==> config.mk <==
export PLATFORM = sky130hd
export DESIGN_NAME = rss_status
export DESIGN_NICKNAME = d
export VERILOG_FILES = /design/src/core/rss_pkg.sv /design/src/core/rss_status.sv
export SDC_FILE = /design/constraint.sdc
export NUM_CORES = 1
export LEC_CHECK = 0
export ABC_AREA = 1
export ABC_CLOCK_PERIOD_IN_PS = 1590
export BUFFER_PORTS_ARGS = -buffer_cell sky130_fd_sc_hd__buf_2
export CORE_MARGIN = 2
export CORE_UTILIZATION = 25
export DETAILED_ROUTE_END_ITERATION = 6
export HOLD_SLACK_MARGIN = 0.12
export SLEW_MARGIN = 20
export SYNTH_ARGS = -nofsm -noshare
export SYNTH_HDL_FRONTEND = slang
export SYNTH_SLANG_ARGS = --single-unit
==> constraint.sdc <==
create_clock -name clk -period 1.59 [get_ports clk]
set_input_delay 0.0795 -clock clk [delete_from_list [all_inputs] [get_ports clk]]
set_output_delay 0.0795 -clock clk [all_outputs]
set_load 0.02 [all_outputs]
==> src/core/rss_pkg.sv <==
// package: reset-cause status register map, field layout and cause rows
`default_nettype none
package rss_pkg;
   // register bus geometry
   localparam int RSS_ADDR_W = 12;
   localparam int RSS_DATA_W = 8;
   localparam logic [11:0] RSS_STATUS_OFS = 12'hFF0;
   // bit positions inside the status byte
   localparam int RSS_POR_BIT = 7;
   localparam int RSS_SLEEP_BIT = 6;
   localparam int RSS_WDT_BIT = 5;
   localparam int RSS_EXT_BIT = 4;
   localparam int RSS_LOW_BIT = 0;
   // reserved field bits 3..1 read as zero
   localparam logic [2:0] RSS_RSV_VAL = 3'h0;
   // cause vector order: {power_on, sleep_recovery, watchdog, ext_pin}
   localparam logic [3:0] RSS_ROW_POR = 4'h8;
   localparam logic [3:0] RSS_ROW_EXT = 4'h1;
   localparam logic [3:0] RSS_ROW_WDT_RST = 4'h2;
   localparam logic [3:0] RSS_ROW_PIN_WAKE = 4'h4;
   localparam logic [3:0] RSS_ROW_WDT_WAKE = 4'h6;
   localparam logic [3:0] RSS_ROW_NONE = 4'h0;
   // value after reset: a reset of this block counts as power-on
   localparam logic [3:0] RSS_CAUSE_RST = RSS_ROW_POR;
   localparam logic [7:0] RSS_RDATA_RST = 8'h00;
   // unmapped reads answer with this value
   localparam logic [7:0] RSS_UNMAPPED_VAL = 8'h00;
endpackage
`default_nettype wire

==> src/core/rss_status.sv <==
// module: reset-cause status register with read-to-clear cause flags
`default_nettype none
module rss_status
   import rss_pkg::*;
#(
   parameter int ADDR_W = RSS_ADDR_W
) (
   // clock and reset
   input wire logic clk,
   input wire logic sys_rst,
   // register port
   input wire logic [ADDR_W-1:0] addr,
   input wire logic [7:0] wr_data,
   input wire logic wr_en,
   input wire logic rd_en,
   output logic [7:0] rd_data,
   // reset and recovery events, one-cycle pulses
   input wire logic por_event,
   input wire logic ext_pin_reset,
   input wire logic wdt_timeout,
   input wire logic dbg_ctl_reset,
   input wire logic gpio_wake,
   // levels
   input wire logic sleep_mode,
   input wire logic debug_pin,
   input wire logic supply_low,
   // flag mirrors for the sequencer
   output logic power_on_flag,
   output logic sleep_recovery_flag,
   output logic watchdog_flag,
   output logic ext_pin_flag,
   output logic low_supply_flag
);

   // assemble the status byte from the cause vector and live supply bit
   // the reserved field is a constant, so no store can make it read non-zero
   function automatic logic [7:0] status_byte(input logic [3:0] cause,
                                               input logic low);
      status_byte = {cause, RSS_RSV_VAL, low};
   endfunction

   logic [3:0] cause_q;
   logic [3:0] cause_d;
   logic [7:0] rdata_q;
   logic [7:0] rdata_d;
   logic low_q;

   // address decode; writes are ignored since the register is read-only
   // so a stray store to this offset cannot wipe a recorded cause
   wire logic rd_hit;
   wire logic wr_unused;
   assign rd_hit = rd_en && (addr == ADDR_W'(RSS_STATUS_OFS));
   assign wr_unused = wr_en & (|wr_data);

   // event qualification; wakes only count while asleep
   // debug_pin is a level: held low while asleep it reloads the power-on
   // row every cycle, harmless since the part leaves sleep at once
   wire logic dbg_pin_wake;
   wire logic pin_wake;
   wire logic wdt_wake;
   wire logic wdt_reset;
   wire logic poweron_like;
   assign dbg_pin_wake = sleep_mode && !debug_pin;
   assign pin_wake = sleep_mode && gpio_wake;
   assign wdt_wake = sleep_mode && wdt_timeout;
   assign wdt_reset = !sleep_mode && wdt_timeout;
   assign poweron_like = por_event || dbg_ctl_reset || dbg_pin_wake;

   // row of the highest-priority event this cycle
   // power-on class beats pin reset, beats watchdog, beats pin wake
   // only one row can stand, so when causes coincide the one software
   // most needs to see is kept and the weaker ones are dropped on purpose
   wire logic any_event;
   wire logic [3:0] event_row;
   assign any_event = poweron_like || ext_pin_reset || wdt_timeout
                      || pin_wake;
   assign event_row =
      poweron_like  ? RSS_ROW_POR :
      ext_pin_reset ? RSS_ROW_EXT :
      wdt_wake      ? RSS_ROW_WDT_WAKE :
      wdt_reset     ? RSS_ROW_WDT_RST :
      pin_wake      ? RSS_ROW_PIN_WAKE :
                      RSS_ROW_NONE;

   // next cause: an event wins over the read clear so no cause is lost
   assign cause_d = any_event ? event_row :
                    rd_hit    ? RSS_ROW_NONE : cause_q;

   // read data holds the value seen in the read cycle, before clearing
   // other offsets answer zero so a wired-or read mux can merge this byte
   assign rdata_d = rd_hit ? status_byte(cause_q, supply_low)
                           : RSS_UNMAPPED_VAL;

   // cause flags; reset of this block is treated as a power-on
   // a read and an event in one cycle are resolved in cause_d, not here
   always_ff @(posedge clk or posedge sys_rst) begin
      if (sys_rst) begin
         cause_q <= RSS_CAUSE_RST;
      end else begin
         cause_q <= cause_d;
      end
   end

   // read data and the low-supply mirror; supply is never latched
   // the read path uses the live pin, so software sees the detector as it
   // stands in the read cycle; low_q only feeds the sequencer
   always_ff @(posedge clk or posedge sys_rst) begin
      if (sys_rst) begin
         rdata_q <= RSS_RDATA_RST;
         low_q <= 1'b0;
      end else begin
         rdata_q <= rdata_d;
         low_q <= supply_low;
      end
   end

   // outputs straight from flops
   assign rd_data = rdata_q;
   assign power_on_flag = cause_q[3];
   assign sleep_recovery_flag = cause_q[2];
   assign watchdog_flag = cause_q[1];
   assign ext_pin_flag = cause_q[0];
   assign low_supply_flag = low_q;

   // helper: registered copies of the qualifying conditions
   // row_p lets the race check compare with the row chosen in the read
   // cycle itself, hit_p shows the read really was taken there
   logic hit_p;
   logic evt_p;
   logic [3:0] row_p;
   always_ff @(posedge clk or posedge sys_rst) begin
      if (sys_rst) begin
         hit_p <= 1'b0;
         evt_p <= 1'b0;
         row_p <= RSS_ROW_NONE;
      end else begin
         hit_p <= rd_hit;
         evt_p <= any_event;
         row_p <= event_row;
      end
   end
endmodule
`default_nettype wire

==> results of run 1 <==
registers in the layout, indices dropped and copies added, names as in the netlist:
register	flops
rd_data	5
cause_q	4
low_supply_flag	1
logic make-up after synthesis:
group	Yosys count	share of synthesized area, %
AOI/OAI and AO/OA	1	1.399
and+or+nand+nor	38	36.36
other	1	0.6986
DFF	10	46.85
buffers and inverters	18	14.68
area by class of cell:
class                   instances  area [sq um]
repair buffers                 36         200.2
multi-input cells              42         214.0
flip-flops and latches         10         251.5
clock buffers                   4         36.28
inverters                      15         56.30
well taps                      27         33.78
fillers                       231          1210
path summary, 6_finish.rpt:
path / startpoint / to / slack (ns) / cells past startpoint
worst max-delay path: cause_q[3] / power_on_flag / 0.56 / 1
worst min-delay path: sleep_mode / cause_q[2] / 0.12 / 3
worst max register to register: cause_q[3] / cause_q[3] / 0.87 / 2
worst min register to register: cause_q[3] / rd_data[7] / 0.48 / 2
max in group asynchronous: sys_rst / cause_q[3] / 0.96 / 3
min in group asynchronous: sys_rst / rd_data[6] / 0.32 / 3
per-stage QoR:
stage	setup slack (ns)	utilization, %
after global placement	0.8024	35.75
final	0.5574	39.56
after global routing	0.5186	39.56
after CTS	0.5409	39.56
after detailed placement	0.7802	35.75
after floorplan	0.8139	-
per-layer routing:
metal  vias up  part of all wire (%)
met3         2                   8.3
met1       224                    38
met5         -                     0
met4         0                  0.67
li1        275                     -
met2        19                    53
power by group through the flow:
| stage | Combinational [mW] | Sequential (mW) | Clock (mW) |
|---|---|---|---|
| floorplan | 0.0425 | 0.274 | 0 |
| global placement | 0.0817 | 0.268 | 0 |
| detailed placement | 0.0845 | 0.268 | 0 |
| CTS | 0.0920 | 0.263 | 0.231 |
| global route | 0.103 | 0.264 | 0.241 |
| finish | 0.0906 | 0.263 | 0.220 |
cell usage in the layout (no fill, tap or decap):
cell type      instances
nand3_4                1
nor2_1                10
nand2_1               14
nor2_4                 2
nand4_1                2
o211ai_1               1
nand2_2                2
dlygate4sd3_1          4
inv_1                 15
dfrtp_1                9
dfstp_2                1
buf_2                 32
clkbuf_4               3
nand3_1                6
clkbuf_8               1
conb_1                 3
nand3_2                1
==> out/metrics.csv, run 1 <==
metric;value;unit
# diodes;0;
total die area;2534;sq um
vias in the first global route;511;
Syn Std Cell Area;536.8;sq um
Post-DRT Antenna Nets;0;
maximum vdd drop;0.4522;mV
Placer Congestion;0.6539;
initial antenna violation count;0;
GRT Util Overall;9.862;%
critical path cell sequence;buf_2;
largest net degree at the start of global routing;11;
die extent in y;50.34;microns
Logic pwr share;15.8;%
crit start category;register;
fraction of layout cells with a size suffix above 1;40.19;%
hold_buf cts;4;
EDFF count, synth;0;
met2 usage;18.42;%
Synth Warn #;0;
fin crit period;1.033;ns
clk sinks;10;
DRC viols;0;
Post-synth top cells;inv_1 (15), nand2_1 (14), nor2_1 (10), dfrtp_1 (9), nand3_1 (6);
Arr. time, crit path;0.95;ns
Die W;50.34;microns
Placed Area;715.7;sq um
CTS tree;done;
post-synth top area cell;dfrtp_1;
Mean Syn Cell Area;7.894;sq um
CTS root buf;clkbuf_4;
H-tree depth;1;
Pwr Density;724.5;nW/um^2
Worst Hold Class;primary input to register;
drt wl/cell;7.754;microns
Top delay family on crit path;flip-flops;
Req. time, crit path;1.51;ns
Net Sw Frac;23.46;%
Clock Power Share;38.4;%
RSZ-0062 raised after global routing;false;
GRT met3 Usage;5.357;%
Slowest Stage Delay on Critical Path;0.53;ns
initial cell density of the core;26.81;%
Synth top area share;41.96;%
CP max-delay cell;dfstp_2;
Power, Total;0.5738;mW
Reg power frac;45.9;%
IO Port Bufs;32;
Fin Hold WS;0.1170;ns
DR vias;520;
cts repair resizes;0;
Overflow after GRT;0;
setup bufs post-CTS;0;
final setup vio count;0;
Final Skew;0.003558;ns
Clock transition at path regs;0.06;ns
P&R area growth vs syn;47.55;%
first-pass GRT wire length;1904;microns
Mapped Cells;68;
First DRT Iteration DRCs;0;
register area share after synthesis;46.85;%
max cap viols;0;
max-slew violation count;0;
Lkg Pwr;0.4658;nW
met1 Use GR;9.701;%
fin crit share;64.94;%
Core Region;2002;sq um
Buf+Inv Stages, Crit Path;1;
GRT Max-Usage Layer;met2;
Synth cell types;14;
Crit Path Max Fanout;3;
dominant cell by count in the synthesized netlist;inv_1;
DRT Wirelength;1039;microns
router iterations before antenna repair;1;
io pins;45;
Max clock buf depth;2;
Setup TNS;0;ns
Crit Path Class;register to output port;
Site Rows;16;
Skew-Pair Late Insertion Delay;0.26;ns
Fin. Hold Viols;0;
CTS buffer count;3;
nature of the critical path endpoint;output port;
Finished Layout Cells;134;
post-layout instance area;792.0;sq um
Peak Freq;968.4;MHz
Synth area leaders;dfrtp_1 (42%), inv_1 (10%), nand2_1 (9.8%);
P_int;0.4392;mW
flops & latches, synth;10;
outcome;complete, no violations;
switching power;0.1346;mW
Nets;140;
top_reg_cell synth;dfrtp_1;
Synth async-reset ratio;100.0;%
DP HPWL;905.6;microns
DP Cell Count;126;
Via density;3.881;
Note: power is estimated with default switching activity, not from simulation.
==> run 2, diff against run 1 <==
- ABC_CLOCK_PERIOD_IN_PS: 1590 -> 980
- clock period: 1.59 -> 0.98 ns (I/O delays scaled with it)
==> run 2 against run 1 <==
  * Worst setup slack lost 0.53 ns
  * Register-to-register slack worse by 0.71 ns
  * Cell count unchanged
  * Die area unchanged
  * Hold slack got worse by 0.0042 ns
  * Sequential share of layout area is 1.7 points lower
  * Count of clock-buffer cells in the layout stayed put
  * Clock skew about the same
  * Combinational power rose by 74%
  * Sequential cell count stayed put
  * Critical path depth unchanged
  * Largest power group unchanged
==> out/metrics.csv, run 2 (synthesis gave the netlist of run 1 again) <==
metric;value;unit;change
outcome;complete, no violations;;
max FFs per register;5;;unchanged
DR vias;527;;+1.3%
H-tree depth;1;;unchanged
fin crit period;0.9527;ns;
most frequent cells in the layout;buf_2 (28), nand2_1 (14), inv_1 (13), nor2_1 (10), dfrtp_1 (9);;
final setup vio count;0;;unchanged
fraction of layout cells with a size suffix above 1;43.93;%;+3.7 points
CTS root buf;clkbuf_4;;
Crit Path Max Fanout;2;;-1
Reg power frac;45.3;%;-0.6 points
Crit Path Class;register to output port;;
GRT Max-Usage Layer;met2;;
Buf+Inv Stages, Crit Path;1;;unchanged
Clock transition at path regs;0.06;ns;about the same
Slowest Stage Delay on Critical Path;0.53;ns;about the same
io pins;45;;unchanged
First DRT Iteration DRCs;0;;unchanged
met1 Use GR;9.515;%;-0.19 points
P&R area growth vs syn;55.71;%;
Nets;140;;unchanged
Pwr Density;1128;nW/um^2;+56%
switching power;0.2220;mW;+65%
final core utilization;41.75;%;+2.2 points
initial cell density of the core;26.81;%;unchanged
DRT Wirelength;1053;microns;+1.3%
max-slew violation count;0;;unchanged
die extent in y;50.34;microns;unchanged
Site Rows;16;;unchanged
GRT met3 Usage;5.357;%;unchanged
setup slack after placement;0.2007;ns;-0.5795 ns
router iterations before antenna repair;1;;unchanged
clk sinks;10;;unchanged
Peak Freq;1050;MHz;
Logic pwr share;16.7;%;+0.9 points
hold path cells;5;;+2
Top delay family on crit path;flip-flops;;
max cap viols;0;;unchanged
RSZ-0062 raised after global routing;true;;
CTS tree;done;;
Skew-Pair Late Insertion Delay;0.26;ns;about the same
Overflow after GRT;0;;unchanged
total die area;2534;sq um;unchanged
Post-DRT Antenna Nets;0;;unchanged
Lkg Pwr;0.4857;nW;+4.3%
CTS buffer count;3;;unchanged
vias in the first global route;519;;+1.6%
GRT Util Overall;9.925;%;+0.063 points
CP max-delay cell;dfstp_2;;
maximum vdd drop;0.7450;mV;+65%
crit start category;register;;
Core Region;2002;sq um;unchanged
Placer Congestion;0.6538;;about the same
largest net degree at the start of global routing;11;;unchanged
Worst R2R Path Depth;3;;+1
Final Skew;0.003598;ns;+0.00004030 ns
Die W;50.34;microns;unchanged
Fin. Hold Viols;0;;unchanged
Power, Total;0.9427;mW;+64%
Arr. time, crit path;0.90;ns;-0.05 ns
drt wl/cell;7.858;microns;+1.3%
fill cell count;228;;-1.3%
Worst Hold Class;primary input to register;;
first-pass GRT wire length;1918;microns;+0.74%
Via density;3.933;;+1.3%
Clock Power Share;37.9;%;-0.5 points
most common cell after layout, fill and taps aside;buf_2;;
nature of the critical path endpoint;output port;;
initial antenna violation count;0;;unchanged
Max clock buf depth;2;;unchanged
Final Worst Setup Slack;0.02725;ns;-0.5301 ns
Net Sw Frac;23.55;%;+0.089 points
DRC viols;0;;unchanged
critical path cell sequence;buf_6;;
IO Port Bufs;32;;unchanged
# diodes;0;;unchanged
met2 usage;18.86;%;+0.44 points
Req. time, crit path;0.93;ns;-0.58 ns
fin crit share;97.22;%;
WP depth;1;;unchanged
P_int;0.7207;mW;+64%
run 2: changes by cell type in the layout (fill, tap and decap cells not counted), sizes merged:
cell          change
buf               -2
dlymetal6s4s      +2
run 2: cell type report:
class / count / area, sq um / area share [%]
flip-flops and latches: 10 / 251.5 / 30.09
multi-input cells: 42 / 234.0 / 27.99
repair buffers: 36 / 224.0 / 26.80
inverters: 15 / 56.30 / 6.737
clock buffers: 4 / 36.28 / 4.341
well taps: 27 / 33.78 / 4.042
run 2: power groups by stage:
stage               clock (mW)  combinational, mW  sequential (mW)
floorplan                    0             0.0689            0.445
global placement             0              0.133            0.435
detailed placement           0              0.137            0.435
CTS                      0.374              0.162            0.427
global route             0.392              0.178            0.429
finish                   0.358              0.158            0.427
run 2: path summary, 6_finish.rpt:
check / end / slack [ns] / from
setup / recovery: power_on_flag / 0.03 / cause_q[3]
hold / removal: cause_q[3] / 0.11 / dbg_ctl_reset
setup reg to reg: rd_data[7] / 0.16 / cause_q[3]
hold reg to reg: rd_data[6] / 0.52 / cause_q[2]
max in group asynchronous: cause_q[3] / 0.38 / sys_rst
min in group asynchronous: rd_data[6] / 0.29 / sys_rst
run 2: per-stage QoR:
stage / hold WS, ns / instance area (sq um) / TNS, ns / instances
2_1_floorplan: -0.1115 / 544.3 / 0 / 70
3_3_place_gp: 0.02734 / 715.7 / 0 / 126
3_5_place_dp: 0.03160 / 715.7 / 0 / 126
4_1_cts: 0.1127 / 825.8 / 0 / 137
5_1_grt: 0.1341 / 835.8 / -0.009171 / 134
6_report: 0.1129 / 835.8 / 0 / 134
run 2: timing repair:
action / in CTS / in global routing
gates resized for setup: 2 / 8
endpoints found under the hold margin: 16 / 0
buffers inserted: 1 / 0
hold buffers: 6 / 0
pin swaps: 0 / 5
endpoints found under the setup margin: 1 / 5
run 2: layer usage:
metal / vias to the layer above / share of wire, %
met5: - / 0
met4: 0 / 0.66
met3: 2 / 8.6
met2: 19 / 54
met1: 231 / 37
li1: 275 / -
